==> config.mk <==
export PLATFORM = sky130hd
export DESIGN_NAME = ccp_mode_control
export DESIGN_NICKNAME = d
export VERILOG_FILES = /design/src/ccp_mode_control.v
export VERILOG_INCLUDE_DIRS = /design/src
export SDC_FILE = /design/constraint.sdc
export NUM_CORES = 1
export LEC_CHECK = 0
export ABC_CLOCK_PERIOD_IN_PS = 2210
export BUFFER_PORTS_ARGS = -buffer_cell sky130_fd_sc_hd__buf_4
export CORE_ASPECT_RATIO = 0.5
export CORE_MARGIN = 2
export CORE_UTILIZATION = 30
export CTS_CLUSTER_DIAMETER = 120
export DETAILED_ROUTE_END_ITERATION = 7
export MAX_ROUTING_LAYER = met4
export SYNTH_ARGS = -nofsm -noshare
export SYNTH_HDL_FRONTEND = slang
export SYNTH_SLANG_ARGS = --single-unit
==> constraint.sdc <==
create_clock -name core_clk -period 2.21 [get_ports core_clk]
set_input_delay 0.442 -clock core_clk [delete_from_list [all_inputs] [get_ports core_clk]]
set_output_delay 0.442 -clock core_clk [all_outputs]
set_load 0.01 [all_outputs]
==> src/ccp_mode_control_map.vh <==
// Register offsets, fields, reset values and mode codes for the channel
`ifndef CCP_MODE_CONTROL_MAP_VH
`define CCP_MODE_CONTROL_MAP_VH
`define CTRL_OFFSET        12'h000
`define VALUE_OFFSET       12'h004
`define STATUS_OFFSET      12'h008
`define MASK_OFFSET        12'h00c
`define TIMEBASE_OFFSET    12'h010
`define CTRL_RESET         8'h00
`define CTRL_MASK          8'h3f
`define MODE_LSB           0
`define MODE_MSB           3
`define DUTY_LSB           4
`define DUTY_MSB           5
`define MODE_OFF           4'h0
`define MODE_RSVD          4'h1
`define MODE_CMP_TOGGLE    4'h2
`define MODE_CAP_FALL      4'h4
`define MODE_CAP_RISE      4'h5
`define MODE_CAP_RISE4     4'h6
`define MODE_CAP_RISE16    4'h7
`define MODE_CMP_SET       4'h8
`define PRESCALE_4_LAST    4'h3
`define PRESCALE_16_LAST   4'hf
`define EVENT_BIT          0
`endif

==> src/ccp_mode_control.v <==
// Capture/compare channel with mode control register behind an APB slave
// Summary of operation
// - Mode 0000 disables the channel and clears its output, event flag and prescale counter; the value register is kept.
// - Mode 0001 is reserved and enables no capture, compare or PWM function.
// - Mode 0010 toggles the output pin and sets the event flag on every timer match.
// - Mode 0101 latches the timer into the value register on every rising pin edge.
// - Mode 0110 captures only on every fourth rising pin edge.
// - Mode 0111 captures only on every sixteenth rising pin edge.
// - Mode 1000 drives the output pin high and sets the event flag on a timer match.
// - Each capture copies the full 16-bit timer and sets the flag that software clears.
// - A new capture overwrites an unread earlier value.
// - The prescale counter clears when off, outside capture, or on reset, not on a switch.
// - Compare modes continuously compare the value register with the timer count.
`timescale 1ns/1ps
`include "ccp_mode_control_map.vh"
module ccp_mode_control #(
  parameter TIMER_WIDTH = 16
)(
  input  wire                   core_clk,
  input  wire                   arst_n,
  input  wire                   psel,
  input  wire                   penable,
  input  wire                   pwrite,
  input  wire [11:0]            paddr,
  input  wire [31:0]            pwdata,
  input  wire [3:0]             pstrb,
  output wire [31:0]            prdata,
  output wire                   pready,
  output wire                   pslverr,
  input  wire [TIMER_WIDTH-1:0] shared_timebase_count,
  input  wire                   channel_pin_in,
  output wire                   channel_pin_out,
  output wire                   channel_pin_oe,
  output wire                   irq
);

  reg                   rst_meta_q;
  reg                   rst_sync_q;
  wire                  rst_n;
  reg                   pin_meta_q;
  reg                   pin_sync_q;
  reg                   pin_prev_q;
  reg  [7:0]            ctrl_q;
  reg  [TIMER_WIDTH-1:0] value_q;
  reg                   flag_q;
  reg                   mask_q;
  reg  [3:0]            presc_q;
  reg                   out_q;
  reg                   match_prev_q;
  reg  [31:0]           rdata_q;
  wire [3:0]            mode;
  wire                  wr_en;
  wire                  rd_en;
  wire                  rise;
  wire                  fall;
  wire                  cap_mode;
  wire                  cmp_mode;
  wire                  match;
  wire                  match_evt;
  reg                   cap_evt;
  wire                  cmp_evt;
  wire                  mapped;
  wire                  wr_ctrl;
  wire                  wr_value;
  wire                  wr_mask;
  wire                  rd_status;

  function is_capture;
    input [3:0] m;
    begin
      is_capture = (m == `MODE_CAP_FALL) || (m == `MODE_CAP_RISE) ||
                   (m == `MODE_CAP_RISE4) || (m == `MODE_CAP_RISE16);
    end
  endfunction

  function is_compare;
    input [3:0] m;
    begin
      is_compare = (m == `MODE_CMP_TOGGLE) || (m == `MODE_CMP_SET);
    end
  endfunction

  // Reset release through two flops
  always @(posedge core_clk or negedge arst_n)
  begin
    if (!arst_n)
    begin
      rst_meta_q <= 1'b0;
      rst_sync_q <= 1'b0;
    end
    else
    begin
      rst_meta_q <= 1'b1;
      rst_sync_q <= rst_meta_q;
    end
  end
  assign rst_n = rst_sync_q;

  // Pin is asynchronous; edges are taken only after the second flop
  always @(posedge core_clk or negedge rst_n)
  begin
    if (!rst_n)
    begin
      pin_meta_q <= 1'b0;
      pin_sync_q <= 1'b0;
      pin_prev_q <= 1'b0;
    end
    else
    begin
      pin_meta_q <= channel_pin_in;
      pin_sync_q <= pin_meta_q;
      pin_prev_q <= pin_sync_q;
    end
  end
  assign rise = pin_sync_q & ~pin_prev_q;
  assign fall = ~pin_sync_q & pin_prev_q;

  assign mode     = ctrl_q[`MODE_MSB:`MODE_LSB];
  // reserved code
  // Only listed codes enable anything, so 0001 and others stay idle
  assign cap_mode = is_capture(mode);
  assign cmp_mode = is_compare(mode);

  assign wr_en  = psel & penable & pwrite;
  assign rd_en  = psel & penable & ~pwrite;
  assign pready = 1'b1;
  assign mapped = (paddr == `CTRL_OFFSET) || (paddr == `VALUE_OFFSET) ||
                  (paddr == `STATUS_OFFSET) || (paddr == `MASK_OFFSET) ||
                  (paddr == `TIMEBASE_OFFSET);
  assign pslverr = psel & penable & ~mapped;
  assign wr_ctrl   = wr_en && (paddr == `CTRL_OFFSET);
  assign wr_value  = wr_en && (paddr == `VALUE_OFFSET);
  assign wr_mask   = wr_en && (paddr == `MASK_OFFSET);
  assign rd_status = rd_en && (paddr == `STATUS_OFFSET);

  // Capture event selection and prescale
  always @*
  begin
    cap_evt = 1'b0;
    case (mode)
      `MODE_CAP_FALL:   cap_evt = fall;
      `MODE_CAP_RISE:   cap_evt = rise;
      `MODE_CAP_RISE4:  cap_evt = rise & (presc_q[1:0] == `PRESCALE_4_LAST);
      `MODE_CAP_RISE16: cap_evt = rise & (presc_q == `PRESCALE_16_LAST);
      default:          cap_evt = 1'b0;
    endcase
  end

  // continuous compare
  // Edge of equality fires once even if the timer stalls on the value
  assign match     = (value_q == shared_timebase_count);
  assign match_evt = match & ~match_prev_q;
  assign cmp_evt   = cmp_mode & match_evt;

  always @(posedge core_clk or negedge rst_n)
  begin
    if (!rst_n)
    begin
      presc_q <= 4'h0;
    end
    else if (!cap_mode)
    begin
      presc_q <= 4'h0;
    end
    else if (rise)
    begin
      presc_q <= presc_q + 4'h1;
    end
  end

  // Control register; bits 7:6 are not stored and read as zero
  always @(posedge core_clk or negedge rst_n)
  begin
    if (!rst_n)
    begin
      ctrl_q <= `CTRL_RESET;
    end
    else if (wr_ctrl && pstrb[0])
    begin
      ctrl_q <= pwdata[7:0] & `CTRL_MASK;
    end
  end

  // Interrupt mask for the event flag
  always @(posedge core_clk or negedge rst_n)
  begin
    if (!rst_n)
    begin
      mask_q <= 1'b0;
    end
    else if (wr_mask && pstrb[0])
    begin
      mask_q <= pwdata[`EVENT_BIT];
    end
  end

  // capture overwrites value
  // A capture beats a same-cycle software write so no event is lost
  always @(posedge core_clk or negedge rst_n)
  begin
    if (!rst_n)
    begin
      value_q <= {TIMER_WIDTH{1'b0}};
    end
    else if (cap_evt)
    begin
      value_q <= shared_timebase_count;
    end
    else if (wr_value)
    begin
      if (pstrb[0])
        value_q[7:0] <= pwdata[7:0];
      if (pstrb[1])
        value_q[TIMER_WIDTH-1:8] <= pwdata[TIMER_WIDTH-1:8];
    end
  end

  // Previous equality, for the rising edge of a match
  always @(posedge core_clk or negedge rst_n)
  begin
    if (!rst_n)
    begin
      match_prev_q <= 1'b0;
    end
    else
    begin
      match_prev_q <= match;
    end
  end

  // Compare output
  always @(posedge core_clk or negedge rst_n)
  begin
    if (!rst_n)
    begin
      out_q <= 1'b0;
    end
    else if (mode == `MODE_OFF)
    begin
      out_q <= 1'b0;
    end
    else if (mode == `MODE_CMP_TOGGLE && cmp_evt)
    begin
      out_q <= ~out_q;
    end
    else if (mode == `MODE_CMP_SET && cmp_evt)
    begin
      out_q <= 1'b1;
    end
  end

  // Event flag: set wins over the read-clear; mode off also clears it
  always @(posedge core_clk or negedge rst_n)
  begin
    if (!rst_n)
    begin
      flag_q <= 1'b0;
    end
    // flag set on capture or match
    else if (cap_evt || cmp_evt)
    begin
      flag_q <= 1'b1;
    end
    else if (rd_status)
    begin
      flag_q <= 1'b0;
    end
    else if (mode == `MODE_OFF)
    begin
      flag_q <= 1'b0;
    end
  end

  always @(posedge core_clk or negedge rst_n)
  begin
    if (!rst_n)
    begin
      rdata_q <= 32'h0000_0000;
    end
    else if (psel && !penable && !pwrite)
    begin
      case (paddr)
        `CTRL_OFFSET:     rdata_q <= {24'h00_0000, ctrl_q};
        `VALUE_OFFSET:    rdata_q <= {16'h0000, value_q};
        `STATUS_OFFSET:   rdata_q <= {31'h0000_0000, flag_q};
        `MASK_OFFSET:     rdata_q <= {31'h0000_0000, mask_q};
        `TIMEBASE_OFFSET: rdata_q <= {16'h0000, shared_timebase_count};
        default:          rdata_q <= 32'h0000_0000;
      endcase
    end
  end

  assign prdata          = rdata_q;
  assign irq             = flag_q & mask_q;
  // Pin is driven only in compare modes; capture leaves it an input
  assign channel_pin_oe  = cmp_mode;
  assign channel_pin_out = out_q;

endmodule

After elaboration in Yosys (flattened, before gate mapping) --
Cells that the tools add are included.
Cells by class: add/sub/neg operators 1, eq/ne operators 14, multiplexer cells 14, bitwise logic cells 17, reductions and logical operators 30
Operators with widths (count):
- case mux 16 bit (5 select lines) | 1
- two-way mux 16 bit | 2
- == test 12 x 4 -> 1 bit (second input constant) | 2
- == test 16 bit | 1
- == test 4 x 3 -> 1 bit (second input constant) | 4
- two-way mux 8 bit | 2
- == test 12 x 3 -> 1 bit (second input constant) | 1
- == test 12 x 5 -> 1 bit (second input constant) | 1
- logical NOT 12 bit | 1
- bitwise AND 1 bit | 11
- logical AND 1 bit | 10
- logical OR 1 bit | 9
- == test 4 bit (second input constant) | 2
- two-way mux 4 bit | 2
- two-way mux 1 bit | 6
- inverter 1 bit | 6
- nonzero test 2 bit | 3
- nonzero test 3 bit | 2
- adder 4 x 1 -> 4 bit (second input constant) | 1
- == test 4 x 2 -> 1 bit (second input constant) | 1
- logical NOT 4 bit | 1
- case mux 1 bit (4 select lines) | 1
- AND reduction 2 bit | 2
- == test 2 bit (second input constant) | 1
- other kinds (2) | 3
Word-level totals: bits in registers 67, input bits 70, output and inout port bits 37, logic and storage cells 90

Depth between registers and ports, before layout --
word-level depth 7, depth in mapped cells 6, gate-level depth less buffers 5

Worst setup path after synthesis --
No wires, ideal clock.
kind input to register, from in paddr[7], to reg value_q[12], library setup time 0.125 ns, arrival 1.818 ns, data required time 2.085 ns, slack 0.267 ns, stages on the path 5, path buffers 0, cells stage by stage nor4_4 -> nand4_4 -> nor2_4 -> mux2_1 -> mux2_4
Between the ends: cells in the longest elaborated chain, start to end 4
RTL lines:
- start, declared | line ccp_mode_control.v:24 | input wire [11:0] paddr,
- == test 12 x 3 -> 1 bit
- logical AND 1 bit | line ccp_mode_control.v:132 | assign wr_value = wr_en && (paddr == `VALUE_OFFSET);
- nonzero test 2 bit (no source line)
- AND reduction 2 bit (no source line)
- end signal, assigned | line ccp_mode_control.v:203 | value_q <= {TIMER_WIDTH{1'b0}};
- end signal, assigned | line ccp_mode_control.v:207 | value_q <= shared_timebase_count;
- end signal, assigned by index | line ccp_mode_control.v:214 | value_q[TIMER_WIDTH-1:8] <= pwdata[TIMER_WIDTH-1:8];
- end, declared | line ccp_mode_control.v:44 | reg [TIMER_WIDTH-1:0] value_q;
Every way passes these cells. A chain may end at the register's enable or synchronous reset.

Worst setup path in the final report --
from in paddr[7], to out pslverr
Between the ends: cells in the longest elaborated chain, start to end 7, elaborated cells on any way between the ends 11, classes of those cells 4 x eq/ne; 2 x bitwise; 5 x reduce/logical
RTL lines:
- == test 12 x 3 -> 1 bit or logical NOT 12 bit (tied branches)
- logical OR 1 bit (3 in a row) | line ccp_mode_control.v:127 | assign mapped = (paddr == `CTRL_OFFSET) || (paddr == `VALUE_OFFSET) ||
- logical OR 1 bit * | line ccp_mode_control.v:127
- inverter 1 bit * | line ccp_mode_control.v:130 | assign pslverr = psel & penable & ~mapped;
- bitwise AND 1 bit * | line ccp_mode_control.v:130
- end, declared | line ccp_mode_control.v:29 | output wire pslverr,
Mark *: on every way between the ends. The rest lies on a longest branch, timed or not.

==> run_results.csv <==
group,metric,value,unit
sta,layout_worst_path_cycle_share,0.890,
synth,synth.area.top_cells,"dfrtp_1, mux2_4, xnor2_1, mux2_2, buf_4",
synth,synth_seq_cells,51,
setup_path,crit_path_start_kind,"input port",
power,totalPowerFinal,2120,uW
setup_path,crit_path_end_kind,"output pin",
floorplanning,coreArea,0.00945,mm2
sta,skew,0.00503,ns
setup_path,r2r_slack,0.47,ns
synth,synth_top_area_frac,0.437,
sta,rsz0062_at_grt,"no",
layout,area_delta_synth_final,31.5,%
setup_path,path_max_fanout,6,
floorplanning,die_w,144,um
global_route,grt_max_degree,50,
clocking,cts.clk_slew.worst_paths,0.06,ns
worst_hold_path,min-delay-start,"channel_pin_in",
routing,drtAntennaViolNets,0,
global_route,grt_usage,0.137,
clocking,clkLatencyLatePin,0.29,ns
layout,finalNetCount,407,
sta,fin_crit,1.97,ns
setup_path,crit_arrival,1.53,ns
global_route,grt_pass1_wl,10700,um
global_route,gr-usage-met3,0.0319,
clocking,cts_root_buffer,"clkbuf_16",
status,status,"finished clean",
setup_path,startpoint,"paddr[7]",
setup_path,worstReg2RegEnd,"value_q[3]$_DFFE_PN0P_",
global_route,antenna_found_initial,0,
layout,final_common_cell,"buf_4",
synth,syn_inst,248,
clocking,cts_buffer_depth,2,
synth,seq_area_frac_synth,0.437,
global_route,grt_pass1_vias,2167,
routing,vias,2127,
power,vdd_drop_max,0.000328,V
layout,fillers,925,
setup_path,path_class,"in2out",
global_route,grtUsageMet2,0.232,
sta,setup_viol,0,
routing,firstDrtPassIters,4,
sta,tightestPinTransition,0.635,ns
place,dp_slack,0.0871,ns
layout,drive_above_1_share,0.409,
synth,synth.avg_cell_area,11.8,um2
setup_path,required,1.77,ns
floorplanning,io_pins,107,
sta,timing.hold.ws,0.253,ns
sta,layout_setup_ws,0.243,ns
synth,ys_warn_count,0,
place,hpwl,5150,um
routing,remaining_drc_errors,0,
worst_hold_path,hp-class,"in2reg",
routing,wirelength,6940,um
sta,relSlewSlack,0.576,
layout,multiInputGateArea,0.00153,mm2
floorplanning,initial_utilization,0.309,
floorplanning,dieArea,0.0106,mm2
sta,slew_violations,0,
layout,n_antenna_cell,0,
global_route,busiest_layer,"met2",
clocking,cts_buffers,5,
floorplanning,rows,25,
power,power.density,552,mW/mm2
power,leakage,0.00185,uW
routing,dr.first_iter.drc_count,88,
place,port-buffer-count,71,
setup_path,reg2regPathDepth,6,
setup_path,r2r_start,"pin_prev_q$_DFF_PN0_",
place,globalplace.congestion,0.789,
synth,netlist_area,0.00292,mm2
routing,wl_per_cell,14.7,um
synth,yosysTopAreaCell,"dfrtp_1",
sta,fmax,508,MHz
clocking,cts_tree,"done",
sta,setup_tns,0,ns
floorplanning,fp.dieH,73.8,um
run,drv_cap,0,
clocking,cts_sinks,51,
sta,hold_violations,0,
layout,seq_area,0.00128,mm2
synth,yosys.cell_types.count,48,
clocking,htreeDepth,2,
routing,vias_per_cell,4.51,
setup_path,crit_end,"pslverr",
clocking,post_cts_buffers,0,
layout,mostFrequentLayoutCells,"buf_4, dfrtp_1, nand2_1, xnor2_1, conb_1",
global_route,grt_use_met1,0.163,
global_route,grt-ovfl-total,0,
## sequential cells by signal (all words and copies together) (netlist names), 4 cells and up
register / flops
ctrl_q: 6
presc_q: 4
value_q: 16
prdata: 16
## final cells by class
cell class | count | area share
timing repair buffer | 87 | 0.177
clock inverter | 2 | 0.00912
tap | 135 | 0.0440
sequential | 51 | 0.332
multi-input combinational | 187 | 0.397
inverter | 4 | 0.00391
clock buffer | 6 | 0.0361
## cell families after synthesis
group                    share of synthesized area
flip-flops                                   0.437
multiplexers                                 0.198
AND/OR/NAND/NOR                              0.154
other                                      0.00257
buffers and inverters                       0.0616
adder cells (fa/ha/maj)                    0.00428
AO/OA/AOI/OAI                               0.0835
XOR/XNOR                                    0.0599
## worst max-delay path: stages
cell and delay [ns]:
buf_4 0.12, nor4_4 0.34, buf_4 0.18, nand3_4 0.14
inv_1 0.09, a21oi_1 0.06, buf_4 0.14
## power breakdown
part	internal, uW	total, uW	switching [uW]
Clock	563	905	342
Sequential	953	969	16.2
Combinational	128	245	117
Total	1640	2120	475
## per-stage QoR
step	std cells	util	instance area [um2]
2_1_floorplan	264	-	2980
3_3_place_gp	463	0.387	3660
3_5_place_dp	463	0.387	3660
4_1_cts	472	0.407	3840
5_1_grt	472	0.407	3840
6_report	472	0.407	3840
## Yosys cell counts, drive strengths merged
cell type / count
a2111oi: 1
a211oi: 1
a21oi: 1
a22o: 5
a22oi: 11
a2bb2oi: 1
a31oi: 2
and2: 1
and3: 1
buf: 19
clkbuf: 3
conb: 2
dfrtp: 51
ha: 1
inv: 4
mux2: 39
mux2i: 6
mux4: 1
nand2: 32
nand2b: 1
nand3: 2
nand4: 8
nor2: 12
nor2b: 3
nor3: 3
nor3b: 1
nor4: 2
o211ai: 1
o21ai: 6
o21bai: 1
o31ai: 1
or3: 3
or3b: 1
or4b: 1
xnor2: 18
xor2: 2
## layer usage
layer / up-vias / part of all wire / wire length [um]
met5: - / 0 / 0
met1: 1052 / 0.44 / 3070
met3: 7 / 0.040 / 280
li1: 1025 / - / -
met2: 43 / 0.51 / 3530
met4: 0 / 0.0085 / 59
## worst min-delay path by stage
stage                           end  cells after the start
4_1_cts        pin_meta_q$_DFF_PN0_                      1
3_5_place_dp   rst_meta_q$_DFF_PN0_                      1
2_1_floorplan  rst_meta_q$_DFF_PN0_                      0
5_1_grt        pin_meta_q$_DFF_PN0_                      1
3_3_place_gp   rst_meta_q$_DFF_PN0_                      1
6_report       pin_meta_q$_DFF_PN0_                      1
## timing repair
action,CTS,global route
hold endpoints to repair,2,0
hold buffers,1,0
resized for setup,0,0
Power figures use the tool's default switching activity.
